## src/hdl/tws_defs.svh

```systemverilog
`ifndef TWS_DEFS_SVH
`define TWS_DEFS_SVH
// How it works
// - ack_value bit drives sent acknowledge level
// - ack_seq_request sends acknowledge, then self-clears
// - master_rx_request clocks one byte, clears after eighth
// - stop_request makes Stop, clears when done
// - restart_request makes Repeated Start, then clears
// - start_request makes Start, clears when done
// - last_ack_seen holds last acknowledge level
// - master_tx_active spans eight bits plus acknowledge
// - collision_flag sets on master collision, software clears
// - general_call_seen sets on general call, Stop clears
// - ten_bit_matched sets on second byte, Stop clears
// - busy transmit write dropped, sets write collision
// - receive into full buffer sets overflow flag
// - data-address flag: clear on match, set on data
// - stop and start flags track last condition
// - slave direction flag taken from address read bit
// - rx_full sets on receive, clears on read
// - tx_full sets on write, clears after sending
// - ten mask bits make address bits don't-care
// - long_input_delay picks 300 ns, else 150 ns
// - unimplemented status and mask bits read zero
// - reserved addresses other than general call match only when accept-all is set
// - general call acknowledged only when enabled or accept-all set

// ==========================================
// register byte addresses
`define TWS_ADDR_CONTROL 5'h00
`define TWS_ADDR_STATUS 5'h04
`define TWS_ADDR_MASK 5'h08
`define TWS_ADDR_PAD 5'h0C
`define TWS_ADDR_TXBUF 5'h10
`define TWS_ADDR_RXBUF 5'h14
`define TWS_ADDR_OWNADDR 5'h18
`define TWS_ADDR_BAUD 5'h1C

// ==========================================
// control bit positions
`define TWS_CON_ENABLE 15
`define TWS_CON_ACCEPT_ALL 11
`define TWS_CON_TEN_BIT 10
`define TWS_CON_GC_EN 7
`define TWS_CON_ACK_VALUE 5
`define TWS_CON_ACK_SEQ 4
`define TWS_CON_RX_REQ 3
`define TWS_CON_STOP_REQ 2
`define TWS_CON_RESTART_REQ 1
`define TWS_CON_START_REQ 0
`define TWS_CON_WMASK 16'h8CA0
`define TWS_PAD_LONG_DELAY 4
`define TWS_MASK_WIDTH 10

// ==========================================
// reset values and timing
`define TWS_BAUD_RESET 8'h3F
`define TWS_CLK_MHZ 100
`define TWS_LONG_DELAY_NS 300
`define TWS_SHORT_DELAY_NS 150
`define TWS_LONG_DELAY_CYC ((`TWS_LONG_DELAY_NS * `TWS_CLK_MHZ) / 1000)
`define TWS_SHORT_DELAY_CYC ((`TWS_SHORT_DELAY_NS * `TWS_CLK_MHZ) / 1000)
`endif

```

## src/hdl/tws_pkg.sv

```systemverilog
package tws_pkg;
	// master sequencer states, one-hot
	typedef enum logic [6:0] {
		TWS_IDLE = 7'h01,
		TWS_START = 7'h02,
		TWS_RESTART = 7'h04,
		TWS_STOP = 7'h08,
		TWS_TXBIT = 7'h10,
		TWS_RXBIT = 7'h20,
		TWS_ACKBIT = 7'h40
	} tws_state_e;
endpackage

```

## src/hdl/tws_ctrl.sv

```systemverilog
`timescale 1ns/1ps
`include "tws_defs.svh"
module tws_ctrl (
	// system
	input wire logic clock,
	input wire logic arst_n,
	// avalon-mm slave
	input wire logic [4:0] address,
	input wire logic read,
	input wire logic write,
	input wire logic [31:0] writedata,
	output logic [31:0] readdata,
	output logic waitrequest,
	// two-wire pins, three signals each
	input wire logic serial_clock_pin_in,
	output logic serial_clock_pin_out,
	output logic serial_clock_pin_oe,
	input wire logic serial_data_pin_in,
	output logic serial_data_pin_out,
	output logic serial_data_pin_oe
);
	import tws_pkg::*;

	// ==========================================
	// registers
	logic [15:0] con_ff; // control bits
	logic [9:0] mask_ff; // address don't-care bits
	logic long_delay_ff; // input delay select
	logic [9:0] own_addr_ff; // own slave address
	logic [7:0] baud_ff; // bit-phase period in cycles minus one; a bit takes three phases
	logic [7:0] tx_buf_ff;
	logic [7:0] rx_buf_ff;
	logic last_ack_ff, tx_active_ff, coll_ff, gc_ff, ten_ff;
	logic wcol_ff, ovf_ff, da_ff, stop_seen_ff, start_seen_ff, dir_ff;
	logic rx_full_ff, tx_full_ff;
	logic ack_ff; // bus answer registered for one wait state
	logic sl_ack_ff; // slave pulls data low for its acknowledge
	logic [31:0] rdata_ff;

	// ==========================================
	// pin synchronisers: three stages, change once 2nd and 3rd agree
	logic [2:0] scl_sy_ff, sda_sy_ff;
	logic scl_ff, sda_raw_ff, scl_q_ff;
	always_ff @(posedge clock or negedge arst_n) begin
		if (!arst_n) begin
			scl_sy_ff <= 3'h7;
			sda_sy_ff <= 3'h7;
			scl_ff <= 1'b1;
			sda_raw_ff <= 1'b1;
			scl_q_ff <= 1'b1;
		end else begin
			scl_sy_ff <= {scl_sy_ff[1:0], serial_clock_pin_in};
			sda_sy_ff <= {sda_sy_ff[1:0], serial_data_pin_in};
			if (scl_sy_ff[1] == scl_sy_ff[2]) begin
				scl_ff <= scl_sy_ff[2];
			end
			if (sda_sy_ff[1] == sda_sy_ff[2]) begin
				sda_raw_ff <= sda_sy_ff[2];
			end
			scl_q_ff <= scl_ff;
		end
	end

	// ==========================================
	// data input delay line; length chosen by the pad setting
	logic [`TWS_LONG_DELAY_CYC-1:0] sda_dly_ff;
	logic sda_ff, sda_q_ff;
	always_ff @(posedge clock or negedge arst_n) begin
		if (!arst_n) begin
			sda_dly_ff <= '1;
			sda_q_ff <= 1'b1;
		end else begin
			sda_dly_ff <= {sda_dly_ff[`TWS_LONG_DELAY_CYC-2:0], sda_raw_ff};
			sda_q_ff <= sda_ff;
		end
	end
	assign sda_ff = long_delay_ff ? sda_dly_ff[`TWS_LONG_DELAY_CYC-1]
		: sda_dly_ff[`TWS_SHORT_DELAY_CYC-1];

	// bus event decode
	logic scl_rise, scl_fall, start_det, stop_det;
	assign scl_rise = scl_ff & ~scl_q_ff;
	assign scl_fall = ~scl_ff & scl_q_ff;
	assign start_det = scl_ff & scl_q_ff & sda_q_ff & ~sda_ff;
	assign stop_det = scl_ff & scl_q_ff & ~sda_q_ff & sda_ff;

	// ==========================================
	// bus access decode: one wait state per access
	logic acc, wr_acc, rd_acc;
	assign acc = (read | write) & ~ack_ff;
	assign waitrequest = (read | write) & ~ack_ff;
	assign wr_acc = write & ack_ff;
	assign rd_acc = read & ack_ff;
	always_ff @(posedge clock or negedge arst_n) begin
		if (!arst_n) begin
			ack_ff <= 1'b0;
		end else begin
			ack_ff <= acc;
		end
	end

	// ==========================================
	// master sequencer
	tws_state_e state_ff;
	logic [7:0] tick_ff; // bit-phase timer, one third of a data bit
	logic [1:0] phase_ff; // step within a condition (up to four) or a bit (three)
	logic [2:0] bit_ff; // bit count within a byte
	logic [7:0] sh_ff; // master shift register
	logic drv_scl_ff, drv_sda_ff; // 1 = pull pin low
	logic m_done, tick;
	logic busy;
	assign tick = (tick_ff == 8'h00);
	assign busy = (state_ff != TWS_IDLE) | (|con_ff[4:0]);
	// one pass through a condition step
	always_ff @(posedge clock or negedge arst_n) begin
		if (!arst_n) begin
			tick_ff <= 8'h00;
		end else if (tick || state_ff == TWS_IDLE) begin
			tick_ff <= baud_ff;
		end else begin
			tick_ff <= tick_ff - 8'h01;
		end
	end

	logic tx_load;
	assign tx_load = wr_acc && address == `TWS_ADDR_TXBUF && !busy && !tx_full_ff;

	always_ff @(posedge clock or negedge arst_n) begin
		if (!arst_n) begin
			state_ff <= TWS_IDLE;
			phase_ff <= 2'h0;
			bit_ff <= 3'h0;
			sh_ff <= 8'h00;
			drv_scl_ff <= 1'b0;
			drv_sda_ff <= 1'b0;
		end else if (!con_ff[`TWS_CON_ENABLE] || coll_ff) begin
			// collision or disable: release lines, abandon sequence
			state_ff <= TWS_IDLE;
			drv_scl_ff <= 1'b0;
			drv_sda_ff <= 1'b0;
		end else begin
			case (state_ff)
				TWS_IDLE: begin
					phase_ff <= 2'h0;
					bit_ff <= 3'h7;
					// requests are taken in fixed priority
					if (con_ff[`TWS_CON_START_REQ]) state_ff <= TWS_START;
					else if (con_ff[`TWS_CON_RESTART_REQ]) state_ff <= TWS_RESTART;
					else if (con_ff[`TWS_CON_STOP_REQ]) state_ff <= TWS_STOP;
					else if (con_ff[`TWS_CON_RX_REQ]) state_ff <= TWS_RXBIT;
					else if (con_ff[`TWS_CON_ACK_SEQ]) state_ff <= TWS_ACKBIT;
					else if (tx_load) begin
						sh_ff <= writedata[7:0];
						state_ff <= TWS_TXBIT;
					end
				end
				TWS_START: if (tick) begin
					phase_ff <= phase_ff + 2'h1;
					if (phase_ff == 2'h0) drv_sda_ff <= 1'b1;
					if (phase_ff == 2'h1) begin
						drv_scl_ff <= 1'b1;
						state_ff <= TWS_IDLE;
					end
				end
				TWS_RESTART: if (tick) begin
					phase_ff <= phase_ff + 2'h1;
					case (phase_ff)
						2'h0: drv_sda_ff <= 1'b0;
						2'h1: drv_scl_ff <= 1'b0;
						2'h2: drv_sda_ff <= 1'b1;
						default: begin
							drv_scl_ff <= 1'b1;
							state_ff <= TWS_IDLE;
						end
					endcase
				end
				TWS_STOP: if (tick) begin
					phase_ff <= phase_ff + 2'h1;
					case (phase_ff)
						2'h0: drv_sda_ff <= 1'b1;
						2'h1: drv_scl_ff <= 1'b0;
						2'h2: drv_sda_ff <= 1'b0;
						default: state_ff <= TWS_IDLE;
					endcase
				end
				TWS_TXBIT, TWS_RXBIT: if (tick) begin
					phase_ff <= phase_ff + 2'h1;
					case (phase_ff)
						2'h0: drv_sda_ff <= (state_ff == TWS_TXBIT) ? ~sh_ff[bit_ff] : 1'b0;
						2'h1: drv_scl_ff <= 1'b0;
						2'h2: begin
							if (state_ff == TWS_RXBIT) sh_ff[bit_ff] <= sda_ff;
							drv_scl_ff <= 1'b1;
							phase_ff <= 2'h0;
							bit_ff <= bit_ff - 3'h1;
							if (bit_ff == 3'h0) begin
								// transmit goes on to read the slave's acknowledge
								if (state_ff == TWS_TXBIT) state_ff <= TWS_ACKBIT;
								else state_ff <= TWS_IDLE;
							end
						end
						default: phase_ff <= 2'h0;
					endcase
				end
				TWS_ACKBIT: if (tick) begin
					phase_ff <= phase_ff + 2'h1;
					case (phase_ff)
						2'h0: drv_sda_ff <= tx_active_ff ? 1'b0 : ~con_ff[`TWS_CON_ACK_VALUE];
						2'h1: drv_scl_ff <= 1'b0;
						2'h2: begin
							drv_scl_ff <= 1'b1;
							state_ff <= TWS_IDLE;
						end
						default: phase_ff <= 2'h0;
					endcase
				end
				default: state_ff <= TWS_IDLE;
			endcase
		end
	end
	// sequence finishes on the cycle it returns to idle, or after a sent byte moves to the acknowledge
	assign m_done = tick && state_ff != TWS_IDLE && (
		(state_ff == TWS_START && phase_ff == 2'h1) ||
		(state_ff == TWS_STOP && phase_ff == 2'h3) ||
		(state_ff == TWS_RESTART && phase_ff == 2'h3) ||
		(phase_ff == 2'h2 && (state_ff == TWS_ACKBIT ||
		((state_ff == TWS_TXBIT || state_ff == TWS_RXBIT) && bit_ff == 3'h0))));
	logic m_tx_ack_done, m_rx_done, m_collide;
	assign m_tx_ack_done = m_done && state_ff == TWS_ACKBIT && tx_active_ff;
	assign m_rx_done = m_done && state_ff == TWS_RXBIT;
	// released data read low while master drives high
	assign m_collide = state_ff != TWS_IDLE && !drv_sda_ff && scl_rise && !sda_ff
		&& (state_ff == TWS_TXBIT || state_ff == TWS_START);

	// open-drain outputs: only ever pull low
	assign serial_clock_pin_out = 1'b0;
	assign serial_clock_pin_oe = drv_scl_ff;
	assign serial_data_pin_out = 1'b0;
	assign serial_data_pin_oe = drv_sda_ff | sl_ack_ff;

	// ==========================================
	// slave address receiver (listens to every byte)
	logic [8:0] sl_sh_ff; // byte plus ack slot count
	logic [3:0] sl_cnt_ff;
	logic sl_first_ff; // next byte is an address byte
	logic sl_hi_ff; // upper ten-bit byte matched
	logic sl_byte, addr_hit7, addr_hi10, addr_lo10, reserved, gc_hit;
	logic [7:0] sl_byte_v;
	assign sl_byte_v = sl_sh_ff[7:0];
	assign sl_byte = scl_rise && sl_cnt_ff == 4'h7;
	logic [7:0] nb;
	assign nb = {sl_sh_ff[6:0], sda_ff};
	assign reserved = (nb[7:3] == 5'h00) || (nb[7:3] == 5'h1F)
		|| (nb[7:3] == 5'h1E && !con_ff[`TWS_CON_TEN_BIT]);
	assign gc_hit = nb == 8'h00 && con_ff[`TWS_CON_GC_EN];
	assign addr_hit7 = con_ff[`TWS_CON_ACCEPT_ALL] || (!reserved &&
		((((nb[7:1] ^ own_addr_ff[6:0]) & ~mask_ff[6:0]) == 7'h00)));
	assign addr_hi10 = nb[7:3] == 5'h1E &&
		(((nb[2:1] ^ own_addr_ff[9:8]) & ~mask_ff[9:8]) == 2'h0);
	assign addr_lo10 = sl_hi_ff && (((nb ^ own_addr_ff[7:0]) & ~mask_ff[7:0]) == 8'h00);
	logic sl_match;
	assign sl_match = sl_byte && sl_first_ff && state_ff == TWS_IDLE &&
		(con_ff[`TWS_CON_TEN_BIT] ? (addr_hi10 || addr_lo10) : (addr_hit7 || gc_hit));

	always_ff @(posedge clock or negedge arst_n) begin
		if (!arst_n) begin
			sl_sh_ff <= 9'h000;
			sl_cnt_ff <= 4'h0;
			sl_first_ff <= 1'b1;
			sl_hi_ff <= 1'b0;
			sl_ack_ff <= 1'b0;
		end else if (start_det || stop_det) begin
			sl_cnt_ff <= 4'h0;
			sl_first_ff <= 1'b1;
			sl_hi_ff <= 1'b0;
			sl_ack_ff <= 1'b0;
		end else begin
			if (scl_rise) begin
				sl_sh_ff <= {sl_sh_ff[7:0], sda_ff};
				sl_cnt_ff <= (sl_cnt_ff == 4'h8) ? 4'h0 : sl_cnt_ff + 4'h1;
			end
			if (sl_match) begin
				sl_ack_ff <= 1'b1;
				sl_hi_ff <= con_ff[`TWS_CON_TEN_BIT] && !sl_hi_ff;
				sl_first_ff <= con_ff[`TWS_CON_TEN_BIT] && !sl_hi_ff;
			end else if (sl_byte) begin
				sl_first_ff <= 1'b0;
			end
			if (scl_fall && sl_cnt_ff == 4'h0) sl_ack_ff <= 1'b0;
		end
	end

	// ==========================================
	// status flags; hardware set wins over software clear
	logic sw_stat, sw_rx_read;
	assign sw_stat = wr_acc && address == `TWS_ADDR_STATUS;
	assign sw_rx_read = rd_acc && address == `TWS_ADDR_RXBUF;
	logic rx_store, sl_data_byte;
	// bytes of our own master traffic are not slave data
	assign sl_data_byte = sl_byte && !sl_first_ff && state_ff == TWS_IDLE;
	assign rx_store = m_rx_done || sl_data_byte;
	always_ff @(posedge clock or negedge arst_n) begin
		if (!arst_n) begin
			{last_ack_ff, tx_active_ff, coll_ff, gc_ff, ten_ff} <= 5'h00;
			{wcol_ff, ovf_ff, da_ff, stop_seen_ff, start_seen_ff} <= 5'h00;
			{dir_ff, rx_full_ff, tx_full_ff} <= 3'h0;
			rx_buf_ff <= 8'h00;
			tx_buf_ff <= 8'h00;
		end else begin
			if (scl_rise && state_ff == TWS_ACKBIT && phase_ff == 2'h2)
				last_ack_ff <= sda_ff;
			if (tx_load) tx_active_ff <= 1'b1;
			else if (m_tx_ack_done) tx_active_ff <= 1'b0;
			if (m_collide) coll_ff <= 1'b1;
			else if (sw_stat && !writedata[10]) coll_ff <= 1'b0;
			if (sl_match && nb == 8'h00) gc_ff <= 1'b1;
			else if (stop_det) gc_ff <= 1'b0;
			if (sl_match && sl_hi_ff) ten_ff <= 1'b1;
			else if (stop_det) ten_ff <= 1'b0;
			if (wr_acc && address == `TWS_ADDR_TXBUF && !tx_load)
				wcol_ff <= 1'b1;
			else if (sw_stat && !writedata[7]) wcol_ff <= 1'b0;
			if (rx_store && rx_full_ff) ovf_ff <= 1'b1;
			else if (sw_stat && !writedata[6]) ovf_ff <= 1'b0;
			if (sl_match) da_ff <= 1'b0;
			else if (tx_load || sl_data_byte) da_ff <= 1'b1;
			if (start_det) begin
				start_seen_ff <= 1'b1;
				stop_seen_ff <= 1'b0;
			end else if (stop_det) begin
				start_seen_ff <= 1'b0;
				stop_seen_ff <= 1'b1;
			end
			if (sl_match) dir_ff <= nb[0];
			if (rx_store && !rx_full_ff) begin
				rx_buf_ff <= m_rx_done ? {sh_ff[7:1], sda_ff} : nb;
				rx_full_ff <= 1'b1;
			end else if (sw_rx_read) rx_full_ff <= 1'b0;
			if (tx_load) begin
				tx_buf_ff <= writedata[7:0];
				tx_full_ff <= 1'b1;
			end else if (m_done && state_ff == TWS_TXBIT) tx_full_ff <= 1'b0;
		end
	end

	// ==========================================
	// control and config registers; request bits self-clear
	always_ff @(posedge clock or negedge arst_n) begin
		if (!arst_n) begin
			con_ff <= 16'h0000;
			mask_ff <= 10'h000;
			long_delay_ff <= 1'b0;
			own_addr_ff <= 10'h000;
			baud_ff <= `TWS_BAUD_RESET;
		end else begin
			if (wr_acc && address == `TWS_ADDR_CONTROL) begin
				// requests only set; hardware alone clears them
				con_ff <= (writedata[15:0] & `TWS_CON_WMASK)
					| {11'h000, con_ff[4:0] | writedata[4:0]};
			end else if (m_done) begin
				case (state_ff)
					TWS_START: con_ff[`TWS_CON_START_REQ] <= 1'b0;
					TWS_RESTART: con_ff[`TWS_CON_RESTART_REQ] <= 1'b0;
					TWS_STOP: con_ff[`TWS_CON_STOP_REQ] <= 1'b0;
					TWS_RXBIT: con_ff[`TWS_CON_RX_REQ] <= 1'b0;
					TWS_ACKBIT: con_ff[`TWS_CON_ACK_SEQ] <= 1'b0;
					default: con_ff <= con_ff;
				endcase
			end
			if (wr_acc && address == `TWS_ADDR_MASK) mask_ff <= writedata[9:0];
			if (wr_acc && address == `TWS_ADDR_PAD)
				long_delay_ff <= writedata[`TWS_PAD_LONG_DELAY];
			if (wr_acc && address == `TWS_ADDR_OWNADDR) own_addr_ff <= writedata[9:0];
			if (wr_acc && address == `TWS_ADDR_BAUD) baud_ff <= writedata[7:0];
		end
	end

	// ==========================================
	// read mux; unimplemented bits read zero
	logic [31:0] rmux;
	always_comb begin
		rmux = 32'h0000_0000;
		case (address)
			`TWS_ADDR_CONTROL: rmux[15:0] = con_ff;
			`TWS_ADDR_STATUS: rmux[15:0] = {last_ack_ff, tx_active_ff, 3'h0, coll_ff,
				gc_ff, ten_ff, wcol_ff, ovf_ff, da_ff, stop_seen_ff, start_seen_ff,
				dir_ff, rx_full_ff, tx_full_ff};
			`TWS_ADDR_MASK: rmux[9:0] = mask_ff;
			`TWS_ADDR_PAD: rmux[`TWS_PAD_LONG_DELAY] = long_delay_ff;
			`TWS_ADDR_TXBUF: rmux[7:0] = tx_buf_ff;
			`TWS_ADDR_RXBUF: rmux[7:0] = rx_buf_ff;
			`TWS_ADDR_OWNADDR: rmux[9:0] = own_addr_ff;
			`TWS_ADDR_BAUD: rmux[7:0] = baud_ff;
			default: rmux = 32'h0000_0000;
		endcase
	end
	always_ff @(posedge clock or negedge arst_n) begin
		if (!arst_n) begin
			rdata_ff <= 32'h0000_0000;
		end else if (acc) begin
			rdata_ff <= rmux;
		end
	end
	assign readdata = rdata_ff;
endmodule

```

## config.mk

```make
export PLATFORM = sky130hd
export DESIGN_NAME = tws_ctrl
export DESIGN_NICKNAME = d
export VERILOG_FILES = /design/src/hdl/tws_pkg.sv /design/src/hdl/tws_ctrl.sv
export VERILOG_INCLUDE_DIRS = /design/src /design/src/hdl
export SDC_FILE = /design/constraint.sdc
export NUM_CORES = 1
export LEC_CHECK = 0
export ABC_AREA = 1
export BUFFER_PORTS_ARGS = -buffer_cell sky130_fd_sc_hd__buf_2
export CELL_PAD_IN_SITES_DETAIL_PLACEMENT = 1
export CELL_PAD_IN_SITES_GLOBAL_PLACEMENT = 1
export CORE_MARGIN = 4
export CORE_UTILIZATION = 48
export CTS_CLUSTER_DIAMETER = 80
export CTS_CLUSTER_SIZE = 8
export DETAILED_ROUTE_END_ITERATION = 12
export PLACE_DENSITY_LB_ADDON = 0.1
export SYNTH_ARGS = -nofsm -noshare
export SYNTH_HDL_FRONTEND = slang
export SYNTH_SLANG_ARGS = --single-unit
export TNS_END_PERCENT = 1
```

## constraint.sdc

```tcl
create_clock -name clock -period 2.68 [get_ports clock]
set_input_delay 0.804 -clock clock [delete_from_list [all_inputs] [get_ports clock]]
set_output_delay 0.804 -clock clock [all_outputs]
set_load 0.05 [all_outputs]
```

# Yosys cells after proc, flatten, opt, wreduce, memory -nomap -nowiden
# Index checks and enable logic that the tools add are counted.
op_classes:
  bitwise_logic: 33
  n_reduce_logical: 133
  muxes: 113
  n_addsub: 4
  magnitude_cmp: 2
  eq_ne: 56
ops:
  columns: ["cell", "n"]
  rows:
  - ["$mux 7", 17]
  - ["$mux 8", 11]
  - ["$mux 1", 55]
  - ["$logic_and 1x1->1", 49]
  - ["$ne 3x3->1 const B", 13]
  - ["$reduce_bool 2->1", 19]
  - ["$pmux 7 s5", 1]
  - ["$eq 5x5->1 const B", 6]
  - ["$pmux 4 s7", 1]
  - ["$logic_not 8->1", 3]
  - ["$reduce_and 11->1", 2]
  - ["$pmux 3 s7", 1]
  - ["$ne 2x2->1 const B", 10]
  - ["$logic_or 1x1->1", 16]
  - ["$mux 16", 1]
  - ["$or 16x5->16", 1]
  - ["$pmux 2 s4", 2]
  - ["$pmux 8 s2", 1]
  - ["$logic_not 1->1", 14]
  - ["$mux 4", 3]
  - ["$pmux 6 s2", 1]
  - ["$reduce_and 2->1", 6]
  - ["$and 1x1->1", 10]
  - ["$eq 5x4->1 const B", 2]
  - ["other kinds (65)", 96]
word_totals:
  word_cells: 387
  regBits: 175
  output_inout_bits: 37
  inputBits: 43

# Longest topological paths before layout
logic_depth:
  word_depth: 13
  depth_mapped: 14
  ltp_nobuf: 13

# Least setup slack after synthesis
# OpenSTA, ideal clock, no wires.
synth_timing:
  kind: "in2out"
  startpoint: "input write"
  endpoint: "output waitrequest"
  path_slack_ns: 0.207
  t_required_ns: 1.876
  arrival_ns: 1.669
  stages: 3
  cell_sequence: "nor2_1 nor2_1 clkbuf_1"
synth_via:
  elab_chain_cells: 2
synth_rtl:
  columns: ["element", "line_no", "rtl"]
  rows:
  - ["start: declaration", "tws_ctrl.sv:10", "input wire logic write,"]
  - ["$or 1x1->1", "tws_ctrl.sv:91", "assign waitrequest = (read | write) & ~ack_ff;"]
  - ["$and 1x1->1", "tws_ctrl.sv:91", null]
  - ["end: declaration", "tws_ctrl.sv:13", "output logic waitrequest,"]
# Every way passes these cells.

# Worst setup path in the final report
layout_timing:
  startpoint: "register state_ff[0]"
  endpoint: "register sh_ff[7]"
layout_via:
  elab_chain_cells: 7
  word_cells_on_any_way: 21
layout_rtl:
  columns: ["element", "line_no", "rtl"]
  rows:
  - ["start: declaration", "tws_ctrl.sv:104", "tws_state_e state_ff;"]
  - ["start signal: assignment", "tws_ctrl.sv:130", "state_ff <= TWS_IDLE;"]
  - ["start signal: assignment", "tws_ctrl.sv:138", "state_ff <= TWS_IDLE;"]
  - ["start signal: assignment", "tws_ctrl.sv:147", "if (con_ff[`TWS_CON_START_REQ]) state_ff <= TWS_START;"]
  - ["$ne 7x1->1", "tws_ctrl.sv:113", "assign busy = (state_ff != TWS_IDLE) | (|con_ff[4:0]);"]
  - ["$or 1x1->1", "tws_ctrl.sv:113", null]
  - ["$logic_not 1->1", "tws_ctrl.sv:126", "assign tx_load = wr_acc && address == `TWS_ADDR_TXBUF && !busy && !tx_full_ff;"]
  - ["$logic_and 1x1->1 (2 in a row)", "tws_ctrl.sv:126", null]
  - ["$ne 2x2->1 (no source line)", null, null]
  - ["$reduce_and 11->1 (no source line)", null, null]
  - ["end signal: assignment", "tws_ctrl.sv:153", "sh_ff <= writedata[7:0];"]
  - ["end: declaration", "tws_ctrl.sv:108", "logic [7:0] sh_ff;"]
# Parallel ways exist; a longest one is shown, timed or not.
# A chain may end at the register's enable or synchronous reset.

==> results by group <==
Run status
  – Outcome: completed

Die
  – Rows: 48
  – Core ar.: about 17,000 sq um
  – Die area: about 20,000 sq um
  – Die height: roughly 140 microns
  – Die Wd: roughly 140 microns
  – Top Ports: 80
  – Initial core utilization: 0.490

Timing
  – Final WS setup: 0.440 ns
  – Slew @ Worst Pin: ~0.65 ns
  – Setup Skew: ~0.010 ns
  – Tcrit/Tclk final: 0.836
  – Setup TNS: 0 ns
  – Highest Clock Rate: between 0.4 and 0.5 GHz
  – Final setup vio count: 0
  – Slew HR: 0.564
  – Final min period: 2.24 ns
  – Final hold vios: 0
  – WHS: between 0.3 and 0.4 ns
  – Slew Viols, Final: 0
  – RSZ-0062 raised after global routing: no

Layout
  – Post-route design area: 9600 sq um
  – P&R area growth vs syn: 13.2%
  – Util after Layout: 0.555
  – Register Area: between 4000 and 5000 sq um
  – Final std cells w/o fill: 1,336
  – Multi-input combinational cell area: between 3000 and 4000 sq um
  – Number of fill cells: between 2,000 and 2,500
  – Nets: about 1,200
  – # diodes: 0
  – Share of cells above drive strength 1: 0.171

CTS
  – Depth of the CTS H-tree: 4
  – CTS resizes: 0
  – # clock sinks: approximately 170
  – CTS root buf: clkbuf_16
  – Clk pin slew, worst setup/hold paths: 0.07 ns
  – Hold-fix buffers, CTS: 0
  – Num CTS Buffers: 17
  – CTS tree: yes
  – Number of buffers added for setup after CTS: 0
  – Clk buf depth: 2
  – Worst skew pair latency: about 0.43 ns

Synth
  – Register bit total from synthesis: between 150 and 200
  – Synth Area in XOR/XNOR: 0.00516
  – Mux share of post-synthesis cell area: 0
  – Post-Synth Simple-Gate Area: 0.267
  – Synth top area cells: dfrtp_1 35%, dfstp_2 15%, nand2_1 13%
  – Ys Warns: 0
  – Area leader, netlist: dfrtp_1
  – Post-synth top area share: 0.354
  – Synth Area in Compound Gates: 0.116
  – Post-synth cell types: 46
  – Synthesized area: about 8500 sq um
  – Main combinational cell family by area after synthesis: simple AND/OR/NAND/NOR gates
  – Gate Count Post-Synth: approximately 1,000
  – Avg Synthesized Cell Area: between 8 and 9 sq um
  – Synth Area in Adders: 0.0201
  – Sequential fraction of the synthesis area: 0.503

Placed design
  – GP Congestion: a little over 0.9
  – HPWL after DPL: about 19,000 microns
  – PortBufs: 42
  – Area after DPL: 8970 sq um
  – Placed Cells: approximately 1,300
  – Place WS: 0.0639 ns

Pwr
  – Leakage: between 4 and 5 nW
  – VDD IR max: 451 uV
  – Design Power: between 8 and 9 mW
  – Pwr Density: 856 nW/um^2

Route
  – Post-Route WL: approximately 26,000 microns
  – Drt wl/cell: between 15 and 20 microns
  – Post-route ant nets: 0
  – DR vias: roughly 7,400
  – Vias/cell: ~5.5
  – Initial DRC Count: roughly 520
  – Post-route DRC: 0
  – First-pass DRT Iterations: 5

Global routing
  – First-pass GRT wire length: approximately 42,000 microns
  – Vias in the first global route: about 7,900
  – Largest net degree at the start of global routing: between 60 and 70
  – GR Util All Layers: 0.271
  – Initial antenna violation count: 0
  – Grt ovf: 0

Setup path
  – R2R setup slack: about 0.44 ns
  – Critical Path AT: ~2.6 ns
  – WS Path Type: flip-flop to flip-flop
  – R2R depth: 11
  – CP startpoint kind: flip-flop
  – CP Capture Type: flip-flop
  – Critical-path maximum fanout: 16
  – Worst Path Required: 3.00 ns
  – Reg2reg end: sh_ff[7]
  – R2r startpoint: state_ff[0]

Worst hold path
  – Hold Crit Start: sda_dly_ff[4]
  – Hold path depth: 0
  – Hold EP: sda_dly_ff[5]
  – Worst min-delay path class: flip-flop to flip-flop

Flow run
  – Max-cap violations: 0
==> how the worst max path moves through the flow <==
stage	from	cells after the start	to
2_1_floorplan	write	3	waitrequest
3_3_place_gp	address[1]	8	mask_ff[1]
3_5_place_dp	address[1]	7	mask_ff[3]
4_1_cts	state_ff[0]	11	sh_ff[7]
5_1_grt	state_ff[3]	12	sh_ff[3]
6_report	state_ff[0]	11	sh_ff[7]
==> layout make-up <==
cell class / instances / area share
inverter: 131 / 0.0513
clock buffer: 20 / 0.0509
clock inverter: 12 / 0.0154
multi-input combinational: 717 / 0.368
sequential: 168 / 0.444
tap: 225 / 0.0293
timing repair buffer: 63 / 0.0416
==> report_power, final <==
part           total, mW  switching [mW]  internal [mW]
Clock               2.66            1.12           1.54
Combinational       2.12            1.50          0.622
Sequential          3.44           0.415           3.02
Total               8.22            3.03           5.19
==> layer usage <==
metal / part of all wire / vias to the layer above / GRT usage
met1: 0.43 / 3651 / 0.355
met5: 0 / - / 0
met2: 0.48 / 227 / 0.450
met3: 0.057 / 56 / 0.0570
li1: - / 3444 / -
met4: 0.029 / 0 / 0.0887
==> cells by family (layout without fill, tap and decap cells) <==
kind of cell,Yosys count,after routing
simple gates,500,500
compound gates,180,180
buf+inv,171,226
flops,168,168
fa+ha+maj,14,14
xor+xnor,5,5
other cells,1,18
==> sequential cells by signal (all words and copies together) (netlist names), 8 cells and up <==
name and flops:
baud_ff 8, con_ff 10, mask_ff 10, own_addr_ff 10, readdata 15, rx_buf_ff 8, sda_dly_ff 30, sh_ff 8
tick_ff 8, tx_buf_ff 8
==> layout by cell type (no fill, tap or decap), drive strengths merged, types with 2 or more instances in the layout <==
master	Yosys	final
dfstp	48	48
xor2	2	2
nor2	73	73
ha	12	12
o31ai	6	6
xnor2	3	3
clkinv	3	6
clkbuf	13	20
nand4	25	25
o2111ai	4	4
conb	1	18
a21oi	28	28
buf	27	63
o211ai	4	4
maj3	2	2
bufinv	0	2
nor3	11	11
o21ai	122	122
inv	128	135
o22ai	10	10
nand2	313	313
dfrtp	120	120
nand3	74	74
==> critical path, cell delays in order, from the launching register on <==
cell and delay [ns]:
dfstp_2 0.54, inv_1 0.07, nor2_1 0.09, nand2_1 0.11, nor2_4 0.28, inv_2 0.16
nor2_4 0.14, nand3_2 0.14, nand2_2 0.32, nand4_1 0.15, nand2_1 0.10, inv_1 0.04
==> cell usage after synthesis (all sizes together) <==
| cell | instances |
|---|---|
| o31ai | 6 |
| clkbuf | 13 |
| and3 | 1 |
| nor2 | 73 |
| nor3 | 11 |
| nand2 | 313 |
| dfrtp | 120 |
| nand3b | 1 |
| buf | 27 |
| xnor2 | 3 |
| maj3 | 2 |
| a221oi | 1 |
| a31oi | 1 |
| a22oi | 1 |
| xor2 | 2 |
| a211oi | 1 |
| o211ai | 4 |
| or3 | 1 |
| dfstp | 48 |
| o21ai | 122 |
| o221ai | 1 |
| a21oi | 28 |
| o22ai | 10 |
| ha | 12 |
| clkinv | 3 |
| o32ai | 1 |
| nand4 | 25 |
| inv | 128 |
| o2111ai | 4 |
| conb | 1 |
| nor4 | 1 |
| nand3 | 74 |
No activity file was read; power rests on OpenSTA's default activity.
